--- src/csc_defines.svh ---
// Register offsets, field positions, reset values and timing counts for clock source control
`ifndef CSC_DEFINES_SVH
`define CSC_DEFINES_SVH

`define CSC_ADDR_W            12
`define CSC_OFF_HF_START      12'h000
`define CSC_OFF_HF_STOP       12'h004
`define CSC_OFF_LF_START      12'h008
`define CSC_OFF_LF_STOP       12'h00c
`define CSC_OFF_HF_START_SUB  12'h080
`define CSC_OFF_HF_STOP_SUB   12'h084
`define CSC_OFF_LF_START_SUB  12'h088
`define CSC_OFF_LF_STOP_SUB   12'h08c
`define CSC_OFF_HF_STARTED    12'h100
`define CSC_OFF_LF_STARTED    12'h104
`define CSC_OFF_HF_PUB        12'h180
`define CSC_OFF_LF_PUB        12'h184
`define CSC_OFF_IRQ_EN        12'h300
`define CSC_OFF_IRQ_SET       12'h304
`define CSC_OFF_IRQ_CLR       12'h308
`define CSC_OFF_HF_RUN        12'h408
`define CSC_OFF_HF_STAT       12'h40c
`define CSC_OFF_LF_RUN        12'h414
`define CSC_OFF_LF_STAT       12'h418
`define CSC_OFF_LF_COPY       12'h41c
`define CSC_OFF_LF_SEL        12'h518

`define CSC_CH_W              4
`define CSC_NUM_CH            16
`define CSC_CFG_EN_BIT        31
`define CSC_STATE_BIT         16
`define CSC_SRC_W             2
`define CSC_SRC_RESET         2'h0
`define CSC_IRQ_W             2
`define CSC_RESET_WORD        32'h0000_0000

// Oscillator settle times in ns; cycles at 20 MHz round up
`define CSC_CLK_NS            50
`define CSC_HF_SETTLE_NS      1000
`define CSC_LF_SETTLE_NS      500
`define CSC_HF_SETTLE_CYC     ((`CSC_HF_SETTLE_NS + `CSC_CLK_NS - 1) / `CSC_CLK_NS)
`define CSC_LF_SETTLE_CYC     ((`CSC_LF_SETTLE_NS + `CSC_CLK_NS - 1) / `CSC_CLK_NS)
`define CSC_CNT_W             8

`endif

--- src/csc_pkg.sv ---
// Types for clock source control
package csc_pkg;
  `include "csc_defines.svh"

  typedef enum logic [1:0] {
    CSC_OSC_OFF,
    CSC_OSC_STARTING,
    CSC_OSC_RUNNING
  } csc_osc_e;

  typedef struct packed {
    logic [`CSC_CH_W-1:0] chan;
    logic                 en;
  } csc_cfg_s;
endpackage

--- src/csc_chan_sel.sv ---
// Subscribe decode: combinational trigger, high while the chosen channel event is high and the subscription is on
`timescale 1ns/1ps
`include "csc_defines.svh"
module csc_chan_sel
  import csc_pkg::*;
(
  // Channel events
  input  wire logic [`CSC_NUM_CH-1:0] chan_evt,
  // Subscription
  input  wire logic [`CSC_CH_W-1:0]   chan,
  input  wire logic                   en,
  // Result
  output logic                        fire
);

  assign fire = en && chan_evt[chan]; // RULE11 RULE12

endmodule // csc_chan_sel

--- src/csc_clock_ctrl.sv ---
// Clock source control: task, subscribe, publish, event and status registers
// Overview of operation
// RULE1 - Start task write starts fast clock
// RULE2 - Stop task write stops fast clock
// RULE3 - Start task write starts slow clock
// RULE4 - Stop task write stops slow clock
// RULE5 - Slow start uses currently selected source
// RULE6 - Slow start copies selection to latched register
// RULE7 - Slow run flag shows start triggered
// RULE8 - Slow status gives source and running
// RULE9 - Fast run flag shows start triggered
// RULE10 - Fast status gives crystal request and running
// RULE11 - Subscribe channel index picks one of sixteen
// RULE12 - Subscribe enable bit gates task trigger
// RULE13 - Interrupt enable registers shared with power block
// RULE14 - Fast started flag set once running
// RULE15 - Fast started published on chosen channel
// RULE16 - Subscribed event acts like task write
// RULE17 - Task registers write-only, reads zero
`timescale 1ns/1ps
`include "csc_defines.svh"
module csc_clock_ctrl
  import csc_pkg::*;
(
  // Clock and reset
  input  wire logic                    clock,
  input  wire logic                    resetn,
  // Register port
  input  wire logic [`CSC_ADDR_W-1:0]  addr,
  input  wire logic [31:0]             wdata,
  input  wire logic                    wr,
  input  wire logic                    rd,
  output logic      [31:0]             rdata,
  // Event interconnect
  input  wire logic [`CSC_NUM_CH-1:0]  chan_evt,
  output logic      [`CSC_NUM_CH-1:0]  chan_pub,
  // Shared interrupt enable held in the power block
  input  wire logic [`CSC_IRQ_W-1:0]   irq_en_shared,
  output logic      [`CSC_IRQ_W-1:0]   irq_en_set,
  output logic      [`CSC_IRQ_W-1:0]   irq_en_clr,
  // Oscillator controls
  output logic                         fast_osc_on,
  output logic                         slow_osc_on,
  output logic      [`CSC_SRC_W-1:0]   slow_osc_src
);

  typedef struct packed {
    csc_cfg_s [3:0]          sub;
    csc_cfg_s [1:0]          pub;
    logic                    fast_started_flag;
    logic                    slow_started_flag;
    logic                    fast_run_flag;
    logic                    slow_run_flag;
    logic [`CSC_SRC_W-1:0]   slow_source_sel;
    logic [`CSC_SRC_W-1:0]   slow_source_latched;
    logic [31:0]             rdata;
    logic [`CSC_NUM_CH-1:0]  pub_out;
    logic [`CSC_IRQ_W-1:0]   ie_set;
    logic [`CSC_IRQ_W-1:0]   ie_clr;
    logic                    fast_on;
    logic                    slow_on;
  } csc_state_s;

  csc_state_s st_r, st_nxt;

  // Task index: 0 fast start, 1 fast stop, 2 slow start, 3 slow stop
  logic [3:0] sub_fire;
  logic [3:0] task_go;
  logic       fast_running;
  logic       slow_running;
  logic       fast_started_p;
  logic       slow_started_p;
  logic       wr_one;

  assign wr_one = wr && wdata[0];

  genvar gi;
  generate
    for (gi = 0; gi < 4; gi++) begin : g_sub
      csc_chan_sel u_sel (
        .chan_evt (chan_evt),
        .chan     (st_r.sub[gi].chan),
        .en       (st_r.sub[gi].en),
        .fire     (sub_fire[gi])
      );
    end
  endgenerate

  // Writing zero to a task has no effect; a channel event is equivalent to writing one
  assign task_go[0] = sub_fire[0] || (wr_one && addr == `CSC_OFF_HF_START); // RULE1 RULE16 RULE17
  assign task_go[1] = sub_fire[1] || (wr_one && addr == `CSC_OFF_HF_STOP);  // RULE2 RULE16
  assign task_go[2] = sub_fire[2] || (wr_one && addr == `CSC_OFF_LF_START); // RULE3 RULE16
  assign task_go[3] = sub_fire[3] || (wr_one && addr == `CSC_OFF_LF_STOP);  // RULE4 RULE16

  csc_osc_seq #(
    .SETTLE (8'(`CSC_HF_SETTLE_CYC))
  ) u_fast (
    .clock         (clock),
    .resetn        (resetn),
    .start         (task_go[0]),
    .stop          (task_go[1]),
    .running       (fast_running),
    .started_pulse (fast_started_p)
  );

  csc_osc_seq #(
    .SETTLE (8'(`CSC_LF_SETTLE_CYC))
  ) u_slow (
    .clock         (clock),
    .resetn        (resetn),
    .start         (task_go[2]),
    .stop          (task_go[3]),
    .running       (slow_running),
    .started_pulse (slow_started_p)
  );

  function automatic logic [31:0] cfg_word(input csc_cfg_s c);
    logic [31:0] w;
    w = `CSC_RESET_WORD;
    w[`CSC_CH_W-1:0]   = c.chan;
    w[`CSC_CFG_EN_BIT] = c.en;
    return w;
  endfunction

  function automatic csc_cfg_s cfg_from(input logic [31:0] w);
    csc_cfg_s c;
    c.chan = w[`CSC_CH_W-1:0];
    c.en   = w[`CSC_CFG_EN_BIT];
    return c;
  endfunction

  always_comb begin
    st_nxt        = st_r;
    st_nxt.rdata  = `CSC_RESET_WORD;
    st_nxt.ie_set = '0;
    st_nxt.ie_clr = '0;

    // Register writes
    if (wr) begin
      unique case (addr)
        `CSC_OFF_HF_START_SUB: st_nxt.sub[0] = cfg_from(wdata); // RULE11 RULE12
        `CSC_OFF_HF_STOP_SUB:  st_nxt.sub[1] = cfg_from(wdata);
        `CSC_OFF_LF_START_SUB: st_nxt.sub[2] = cfg_from(wdata);
        `CSC_OFF_LF_STOP_SUB:  st_nxt.sub[3] = cfg_from(wdata);
        `CSC_OFF_HF_PUB:       st_nxt.pub[0] = cfg_from(wdata); // RULE15
        `CSC_OFF_LF_PUB:       st_nxt.pub[1] = cfg_from(wdata);
        `CSC_OFF_HF_STARTED:   st_nxt.fast_started_flag = wdata[0];
        `CSC_OFF_LF_STARTED:   st_nxt.slow_started_flag = wdata[0];
        `CSC_OFF_IRQ_SET:      st_nxt.ie_set = wdata[`CSC_IRQ_W-1:0]; // RULE13
        `CSC_OFF_IRQ_CLR:      st_nxt.ie_clr = wdata[`CSC_IRQ_W-1:0]; // RULE13
        `CSC_OFF_IRQ_EN: begin
          st_nxt.ie_set = wdata[`CSC_IRQ_W-1:0];  // RULE13
          st_nxt.ie_clr = ~wdata[`CSC_IRQ_W-1:0];
        end
        `CSC_OFF_LF_SEL:       st_nxt.slow_source_sel = wdata[`CSC_SRC_W-1:0];
        default: ;
      endcase
    end

    // Hardware sets win over a software clear in the same cycle
    if (fast_started_p) begin
      st_nxt.fast_started_flag = 1'b1; // RULE14
    end
    if (slow_started_p) begin
      st_nxt.slow_started_flag = 1'b1;
    end

    // Run flags follow the start task and drop on stop
    if (task_go[0]) begin
      st_nxt.fast_run_flag = 1'b1; // RULE9
    end else if (task_go[1]) begin
      st_nxt.fast_run_flag = 1'b0;
    end
    if (task_go[2]) begin
      st_nxt.slow_run_flag       = 1'b1;                   // RULE7
      st_nxt.slow_source_latched = st_nxt.slow_source_sel; // RULE5 RULE6
    end else if (task_go[3]) begin
      st_nxt.slow_run_flag = 1'b0;
    end

    // Publish: one-cycle pulse on the selected channel
    st_nxt.pub_out = '0;
    if (fast_started_p && st_r.pub[0].en) begin
      st_nxt.pub_out[st_r.pub[0].chan] = 1'b1; // RULE15
    end
    if (slow_started_p && st_r.pub[1].en) begin
      st_nxt.pub_out[st_r.pub[1].chan] = 1'b1;
    end

    st_nxt.fast_on = fast_running; // RULE1 RULE2
    st_nxt.slow_on = slow_running; // RULE3 RULE4

    // Reads; task offsets and unmapped addresses return zero
    if (rd) begin
      unique case (addr)
        `CSC_OFF_HF_START_SUB: st_nxt.rdata = cfg_word(st_r.sub[0]);
        `CSC_OFF_HF_STOP_SUB:  st_nxt.rdata = cfg_word(st_r.sub[1]);
        `CSC_OFF_LF_START_SUB: st_nxt.rdata = cfg_word(st_r.sub[2]);
        `CSC_OFF_LF_STOP_SUB:  st_nxt.rdata = cfg_word(st_r.sub[3]);
        `CSC_OFF_HF_PUB:       st_nxt.rdata = cfg_word(st_r.pub[0]);
        `CSC_OFF_LF_PUB:       st_nxt.rdata = cfg_word(st_r.pub[1]);
        `CSC_OFF_HF_STARTED:   st_nxt.rdata[0] = st_r.fast_started_flag;
        `CSC_OFF_LF_STARTED:   st_nxt.rdata[0] = st_r.slow_started_flag;
        `CSC_OFF_IRQ_EN,
        `CSC_OFF_IRQ_SET,
        `CSC_OFF_IRQ_CLR:      st_nxt.rdata[`CSC_IRQ_W-1:0] = irq_en_shared; // RULE13
        `CSC_OFF_HF_RUN:       st_nxt.rdata[0] = st_r.fast_run_flag; // RULE9
        `CSC_OFF_HF_STAT: begin
          st_nxt.rdata[0]              = st_r.fast_run_flag; // RULE10
          st_nxt.rdata[`CSC_STATE_BIT] = st_r.fast_on;
        end
        `CSC_OFF_LF_RUN:       st_nxt.rdata[0] = st_r.slow_run_flag; // RULE7
        `CSC_OFF_LF_STAT: begin
          st_nxt.rdata[`CSC_SRC_W-1:0] = st_r.slow_source_latched; // RULE8
          st_nxt.rdata[`CSC_STATE_BIT] = st_r.slow_on;
        end
        `CSC_OFF_LF_COPY:      st_nxt.rdata[`CSC_SRC_W-1:0] = st_r.slow_source_latched; // RULE6
        `CSC_OFF_LF_SEL:       st_nxt.rdata[`CSC_SRC_W-1:0] = st_r.slow_source_sel;
        default:               st_nxt.rdata = `CSC_RESET_WORD; // RULE17
      endcase
    end
  end

  always_ff @(posedge clock) begin
    if (!resetn) begin
      st_r <= '0;
    end else begin
      st_r <= st_nxt;
    end
  end

  assign rdata        = st_r.rdata;
  assign chan_pub     = st_r.pub_out;
  assign irq_en_set   = st_r.ie_set;
  assign irq_en_clr   = st_r.ie_clr;
  assign fast_osc_on  = st_r.fast_on;
  assign slow_osc_on  = st_r.slow_on;
  assign slow_osc_src = st_r.slow_source_latched; // RULE5

endmodule // csc_clock_ctrl

--- src/csc_osc_seq.sv ---
// Start/stop sequencer for one clock source with a settle counter
`timescale 1ns/1ps
`include "csc_defines.svh"
module csc_osc_seq
  import csc_pkg::*;
#(
  parameter logic [`CSC_CNT_W-1:0] SETTLE = 8'h01
) (
  // Clock and reset
  input  wire logic clock,
  input  wire logic resetn,
  // Requests
  input  wire logic start,
  input  wire logic stop,
  // Status
  output logic      running,
  output logic      started_pulse
);

  typedef struct packed {
    csc_osc_e               st;
    logic [`CSC_CNT_W-1:0]  cnt;
    logic                   run;
    logic                   pulse;
  } csc_seq_s;

  csc_seq_s s_r, s_nxt;

  always_comb begin
    s_nxt       = s_r;
    s_nxt.pulse = 1'b0;
    unique case (s_r.st)
      CSC_OSC_OFF: begin
        if (start && !stop) begin
          s_nxt.st  = CSC_OSC_STARTING;
          s_nxt.cnt = SETTLE;
        end
      end
      CSC_OSC_STARTING: begin
        if (stop) begin
          s_nxt.st = CSC_OSC_OFF;
        end else if (s_r.cnt <= 8'h01) begin
          s_nxt.st    = CSC_OSC_RUNNING;
          s_nxt.run   = 1'b1;
          s_nxt.pulse = 1'b1;
        end else begin
          s_nxt.cnt = s_r.cnt - 8'h01;
        end
      end
      CSC_OSC_RUNNING: begin
        if (stop) begin
          s_nxt.st  = CSC_OSC_OFF;
          s_nxt.run = 1'b0;
        end
      end
      default: begin
        s_nxt.st  = CSC_OSC_OFF;
        s_nxt.run = 1'b0;
      end
    endcase
  end

  always_ff @(posedge clock) begin
    if (!resetn) begin
      s_r <= '{st: CSC_OSC_OFF, cnt: '0, run: 1'b0, pulse: 1'b0};
    end else begin
      s_r <= s_nxt;
    end
  end

  assign running       = s_r.run;
  assign started_pulse = s_r.pulse;

endmodule // csc_osc_seq

--- config.mk ---
export PLATFORM = sky130hd
export DESIGN_NAME = csc_clock_ctrl
export DESIGN_NICKNAME = d
export VERILOG_FILES = /design/src/csc_pkg.sv /design/src/csc_chan_sel.sv /design/src/csc_clock_ctrl.sv /design/src/csc_osc_seq.sv
export VERILOG_INCLUDE_DIRS = /design/src
export SDC_FILE = /design/constraint.sdc
export NUM_CORES = 1
export LEC_CHECK = 0
export BUFFER_PORTS_ARGS = -buffer_cell sky130_fd_sc_hd__buf_2
export CAP_MARGIN = 10
export CORE_MARGIN = 5
export CORE_UTILIZATION = 59
export DETAILED_ROUTE_END_ITERATION = 7
export HOLD_SLACK_MARGIN = 0.03
export PLACE_DENSITY = 0.86
export SKIP_CTS_REPAIR_TIMING = 1
export SLEW_MARGIN = 25
export SYNTH_ARGS = -nofsm -noshare
export SYNTH_HDL_FRONTEND = slang
export SYNTH_SLANG_ARGS = --single-unit
--- constraint.sdc ---
create_clock -name clock -period 7.2 [get_ports clock]
set_input_delay 0.72 -clock clock [delete_from_list [all_inputs] [get_ports clock]]
set_output_delay 0.72 -clock clock [all_outputs]
set_load 0.01 [all_outputs]
==> impl_metrics.py, run 1 <==
metrics = {
    "worst_setup_path": {
        "cp_slowest_cell": "or4b_2",
        "critPathLaunchType": "input port",
        "crit_required_ns": 7.43,
        "critPathArrivalTime_ns": 3.05,
        "slowest_delay_ns": 0.75,
        "crit_buf_inv": 1,
        "crit_path_end_kind": "flop",
        "crit_chain": "buf_2 -> or4b_2 -> nor4_1 -> a31oi_1 -> and3_1 -> o21ai_1 -> o21ai_0",
        "cp_max_fo": 6,
        "crit_family": "simple AND/OR/NAND/NOR gates",
        "path_class": "input port to flop",
    },
    "floorplanning": {
        "die-width_um": 104,
        "start_util": 0.601,
        "die-area_um2": 10800,
        "io_pins": 122,
        "rows": 34,
        "die_h_um": 104,
        "core_um2": 8680,
    },
    "logic_synthesis": {
        "syn_avg_cell_area_um2": 8.22,
        "synth_edf_count": 0,
        "syn_inst": 634,
        "yosysTopAreaCellShare": 0.346,
        "yosysTopAreaCell": "dfxtp_1",
        "ys.flop_type": "dfxtp_1",
        "synth_area_leaders": "dfxtp_1 (35%), buf_4 (7.8%), nand2_1 (5.4%)",
        "ys_seq_elements": 90,
        "syn_area_um2": 5210,
        "synthArstFlopShare": 0,
        "yosys_warnings": 0,
        "seq_area_frac_synth": 0.346,
        "synth.distinct_cells": 53,
    },
    "pwr": {
        "p_switching_mw": 0.234,
        "p_clk_frac": 0.366,
        "internal-power_mw": 0.651,
        "ir_drop_uv": 90.6,
        "leakagePower_nw": 2.05,
        "powerDensity_nw_per_um2": 162,
        "combinationalPowerShare": 0.068,
        "seq_power_share": 0.566,
        "switching_share": 0.264,
    },
    "final_layout": {
        "nets": 725,
        "drive_gt1_frac": 0.170,
        "stdcell_count": 768,
        "utilization": 0.628,
        "diodes": 0,
        "synthToLayoutAreaGrowth_pct": 4.51,
    },
    "sta": {
        "fin_tns_setup_ns": 0,
        "slew_viol_final": 0,
        "fin_crit_ns": 2.82,
        "rsz0062_at_grt": "false",
        "setup_ws_ns": 4.38,
        "setup_viol": 0,
        "final-hold-violation-count": 0,
        "fin_skew_ns": 0.0119,
        "whs_ns": 0.487,
        "slew_headroom": 0.475,
        "period_share": 0.392,
        "max_freq_ghz": 0.355,
        "worst_pin_slew_ns": 0.777,
    },
    "global_routing": {
        "overflow": 0,
        "grt_usage": 0.233,
        "antenna_found_initial": 0,
        "grt_pass1_vias": 4358,
        "grt_pass1_wl_mm": 21.3,
        "grt_max_degree": 83,
    },
    "detailed_routing": {
        "totalWireLength_mm": 12.9,
        "drc": 0,
        "wire_per_inst_um": 16.8,
        "drtPass1Iterations": 5,
        "vias": 4769,
        "ant_nets": 0,
        "vias_per_cell": 6.21,
        "drtIter0Drc": 387,
    },
    "placed_design": {
        "gp_congestion": 0.951,
        "port_buffers": 68,
        "post-place-ws_ns": 3.92,
        "dp_cells": 752,
        "hpwl_mm": 9.48,
    },
    "clock_network": {
        "clkTransAtPathRegs_ns": 0.09,
        "root_buffer": "clkbuf_8",
        "cts_buffers": 9,
        "cts_tree": "yes",
        "clock_sink_count": 90,
        "clk_latency_ns": 0.37,
        "cts-htree-levels": 3,
        "cts.path.max_buffers": 2,
    },
    "worst_hold_path": {
        "hp-class": "flop to flop",
    },
    "outcome": {
        "status": "finished, final reports clean",
    },
    "flow_run": {
        "maxCapViolCount": 0,
    },
}
synth_stat cells, types with 5 or more instances:
library cell and count:
nand4_1 6, inv_1 16, or3_1 6, nand3_1 41, dfxtp_1 90, nand2_1 75
nor3_1 19, o21a_1 8, a22oi_1 12, o21ai_0 22, and3_1 10, clkbuf_1 26
nor4b_1 5, mux4_2 9, nand2b_1 8, nor2_1 39, a31oi_1 7, o22ai_1 16
a21oi_1 8, nor2b_1 13, buf_4 54, mux2i_1 14, and2_1 21, nor4_1 11
or2_2 6, or4_1 6, a21boi_0 34
power groups by stage:
stage | combinational, mW | clock [mW] | sequential, mW
after floorplan | 0.0439 | 0 | 0.512
after global placement | 0.0566 | 0 | 0.512
after CTS | 0.0583 | 0.327 | 0.501
final | 0.0603 | 0.324 | 0.501
after global routing | 0.0654 | 0.351 | 0.501
after detailed placement | 0.0580 | 0 | 0.512
through the flow:
step,instance area [um^2],power [mW]
2_1_floorplan,5310,0.556
3_3_place_gp,5260,0.569
3_5_place_dp,5260,0.570
4_1_cts,5440,0.885
5_1_grt,5450,0.917
6_report,5450,0.885
worst reg2reg max path: stages, from the launching register on:
cell and delay (ns):
dfxtp_1 0.54, mux4_2 0.56, nor2_1 0.11, nor4b_1 0.08, or4_1 0.52, a211oi_2 0.51
o21ai_0 0.19
state kept, by name, indices dropped and copies added, names as in the netlist:
| name | flops |
|---|---|
| chan_pub | 16 |
| st_r | 36 |
| u_fast.started_pulse | 1 |
| slow_osc_on | 1 |
| u_slow.started_pulse | 1 |
| irq_en_set | 2 |
| fast_osc_on | 1 |
| u_slow.s_r | 10 |
| u_slow.running | 1 |
| u_fast.s_r | 10 |
| rdata | 6 |
| slow_osc_src | 2 |
| u_fast.running | 1 |
| irq_en_clr | 2 |
cell type report:
| class | instances | area, um^2 |
|---|---|---|
| multi-input combinational | 469 | 2930 |
| clock inverter | 6 | 50.0 |
| sequential | 90 | 1800 |
| tap | 108 | 135 |
| fill | 748 | 3230 |
| timing repair buffer | 69 | 348 |
| clock buffer | 10 | 128 |
| inverter | 16 | 60.1 |
logic make-up after synthesis:
group | count (synthesis) | share of synthesized area
AND/OR/NAND/NOR | 281 | 0.281
AO/OA/AOI/OAI | 131 | 0.176
buffers and inverters | 100 | 0.113
flip-flops | 90 | 0.346
multiplexers | 27 | 0.0744
adder cells (fa/ha/maj) | 4 | 0.00960
other | 1 | 0.000719
placed cells by master, fill, tap and decap left out, drive strengths merged, types with 11 or more instances in the layout:
| cell | netlist | routed |
|---|---|---|
| a22oi | 12 | 12 |
| o21ai | 23 | 23 |
| nor2b | 13 | 13 |
| nand3 | 41 | 41 |
| nor3 | 19 | 19 |
| conb | 1 | 26 |
| nor4 | 11 | 11 |
| nand2 | 75 | 75 |
| mux2i | 14 | 14 |
| o22ai | 16 | 16 |
| inv | 16 | 19 |
| a21boi | 34 | 34 |
| dfxtp | 90 | 90 |
| nor2 | 39 | 39 |
| and2 | 21 | 21 |
| buf | 58 | 69 |
path summary, 6_finish.rpt:
kind / slack (ns) / to / cells after the start / startpoint
max: 4.38 / u_slow.s_r[4] / 7 / addr[1]
min: 0.49 / fast_osc_on / 1 / u_fast.running
max reg2reg: 4.57 / u_fast.s_r[9] / 6 / st_r[78]
min reg2reg: 0.49 / fast_osc_on / 1 / u_fast.running
routing by layer:
layer / track usage / routed length (um)
met4: 0.0934 / 397
met5: 0 / 0
met2: 0.385 / 6070
met1: 0.300 / 5300
met3: 0.0435 / 1120
(Power assumes the default switching activity.)
==> inputs of run 2 (changes only) <==
--- a/config.mk
+++ b/config.mk
@@ -9,10 +9,10 @@
 export BUFFER_PORTS_ARGS = -buffer_cell sky130_fd_sc_hd__buf_2
 export CAP_MARGIN = 10
 export CORE_MARGIN = 5
-export CORE_UTILIZATION = 59
+export CORE_UTILIZATION = 54
 export DETAILED_ROUTE_END_ITERATION = 7
 export HOLD_SLACK_MARGIN = 0.03
-export PLACE_DENSITY = 0.86
+export PLACE_DENSITY = 0.8
 export SKIP_CTS_REPAIR_TIMING = 1
 export SLEW_MARGIN = 25
 export SYNTH_ARGS = -nofsm -noshare
==> constraint.sdc (replaced) <==
create_clock -name clock -period 2.7 [get_ports clock]
set_input_delay 0.27 -clock clock [delete_from_list [all_inputs] [get_ports clock]]
set_output_delay 0.27 -clock clock [all_outputs]
set_load 0.01 [all_outputs]
==> run 2 against run 1 <==
Net effect:
- sequential share of layout area fell by 0.97 points
- sequential power rose to 2.7 times the previous value
- power rose to 2.7 times the previous value
- worst hold slack got worse by 0.30 ns
- critical endpoint is now u_fast.s_r[3]
- die area rose by 8.3%
==> impl_metrics.py, run 2 (same netlist as run 1, synthesis figures left out) <==
metrics = {
    "sta": {
        "setup_viol": 0,
        "slew_viol_final": 0,
        "period_share": 0.898,
        "fin_tns_setup_ns": 0,
        "worst_pin_slew_ns": 0.704,
        "final-hold-violation-count": 0,
        "max_freq_ghz": 0.412,
        "slew_headroom": 0.526,
        "whs_ns": 0.185,
        "rsz0062_at_grt": "false",
        "fin_skew_ns": 0.0129,
        "fin_crit_ns": 2.42,
    },
    "worst_setup_path": {
        "critPathArrivalTime_ns": 2.72,
        "crit_chain": "mux4_2 -> nor2_1 -> nor4b_1 -> or4_1 -> a211oi_2 -> buf_4 -> mux2i_1",
        "cp_max_fo": 9,
        "cp_slowest_cell": "mux4_2",
        "slowest_delay_ns": 0.54,
        "path_class": "flop to flop",
        "critPathLaunchType": "flop",
        "crit_path_end_kind": "flop",
        "crit_required_ns": 2.99,
    },
    "final_layout": {
        "largest_reg_flops": 36,
        "synthToLayoutAreaGrowth_pct": 7.68,
        "utilization": 0.602,
        "fin_area_um2": 5610,
        "drive_gt1_frac": 0.191,
        "max_flop_register": "st_r",
        "nets": 742,
        "multiInputGateArea_um2": 2920,
        "register_area_um2": 1800,
        "mostFrequentLayoutCells": "dfxtp_1 (90), nand2_1 (75), buf_2 (68)",
        "final_common_cell": "dfxtp_1",
        "diodes": 0,
        "fillers": 826,
        "stdcell_count": 806,
    },
    "global_routing": {
        "grt_usage": 0.226,
        "overflow": 0,
        "grt_max_degree": 44,
        "grt_pass1_vias": 4403,
        "antenna_found_initial": 0,
        "grt_pass1_wl_mm": 21.4,
    },
    "clock_network": {
        "cts-htree-levels": 3,
        "clock_sink_count": 90,
        "cts_buffers": 9,
        "clkTransAtPathRegs_ns": 0.10,
        "root_buffer": "clkbuf_8",
        "cts_tree": "yes",
        "cts.path.max_buffers": 2,
        "clk_latency_ns": 0.37,
    },
    "pwr": {
        "ir_drop_uv": 298,
        "leakagePower_nw": 2.14,
        "powerDensity_nw_per_um2": 430,
    },
    "floorplanning": {
        "io_pins": 122,
        "core_um2": 9330,
        "rows": 35,
        "die-area_um2": 11700,
        "start_util": 0.559,
        "die_h_um": 108,
        "die-width_um": 108,
    },
    "outcome": {
        "status": "finished, final reports clean",
    },
    "detailed_routing": {
        "totalWireLength_mm": 13.2,
        "vias_per_cell": 5.98,
        "drtPass1Iterations": 6,
        "wire_per_inst_um": 16.3,
        "vias": 4818,
        "drc": 0,
        "drtIter0Drc": 350,
        "ant_nets": 0,
    },
    "worst_hold_path": {
        "hp-class": "input port to flop",
    },
    "placed_design": {
        "gp_congestion": 0.905,
        "placed_cell_area_um2": 5420,
        "hpwl_mm": 9.83,
        "port_buffers": 68,
        "dp_cells": 790,
    },
    "flow_run": {
        "maxCapViolCount": 0,
    },
}
==> run 2: report_power, final <==
group | switching [mW] | internal (mW) | total (mW) | leakage [nW]
logic | 0.104 | 0.0609 | 0.165 | 1.32
clock network | 0.551 | 0.360 | 0.912 | 0.0955
registers | 0.00425 | 1.33 | 1.34 | 0.725
total | 0.660 | 1.75 | 2.41 | 2.14
==> run 2: critical path: cells and delay by family, from the launching register on <==
| kind | cells | cell delay [ns] |
|---|---|---|
| and+or+nand+nor | 3 | 0.77 |
| buffers and inverters | 1 | 0.19 |
| muxes | 2 | 0.72 |
| AOI/OAI and AO/OA | 1 | 0.16 |
| DFF | 1 | 0.51 |
==> run 2: layout make-up <==
class | instances | area share
multi-input combinational | 469 | 0.520
sequential | 90 | 0.321
timing repair buffer | 86 | 0.0847
tap | 129 | 0.0287
clock buffer | 9 | 0.0221
clock inverter | 7 | 0.0125
inverter | 16 | 0.0107
==> run 2: path summary, 6_finish.rpt <==
path,start,to,slack [ns],cells after the start
setup / recovery,st_r[78],u_fast.s_r[3],0.28,7
hold / removal,irq_en_shared[1],rdata[1],0.18,3
setup reg to reg,st_r[78],u_fast.s_r[3],0.28,7
hold reg to reg,u_fast.s_r[7],u_fast.s_r[7],0.48,2
==> run 2: metal layers <==
metal	up-vias	GRT usage	wire, um	part of all wire
met5	-	0	0	0
met4	0	0.0613	198	0.015
met3	25	0.0418	1190	0.091
met2	248	0.385	6340	0.48
met1	2257	0.294	5430	0.41
li1	2288	-	-	-
==> run 2: through the flow <==
step                setup slack (ns)  total power [mW]
finish                         0.275              2.41
global route                  0.0767              2.50
CTS                            0.273              2.43
detailed placement             0.138              1.53
global placement               0.155              1.52
floorplan                      0.360              1.48
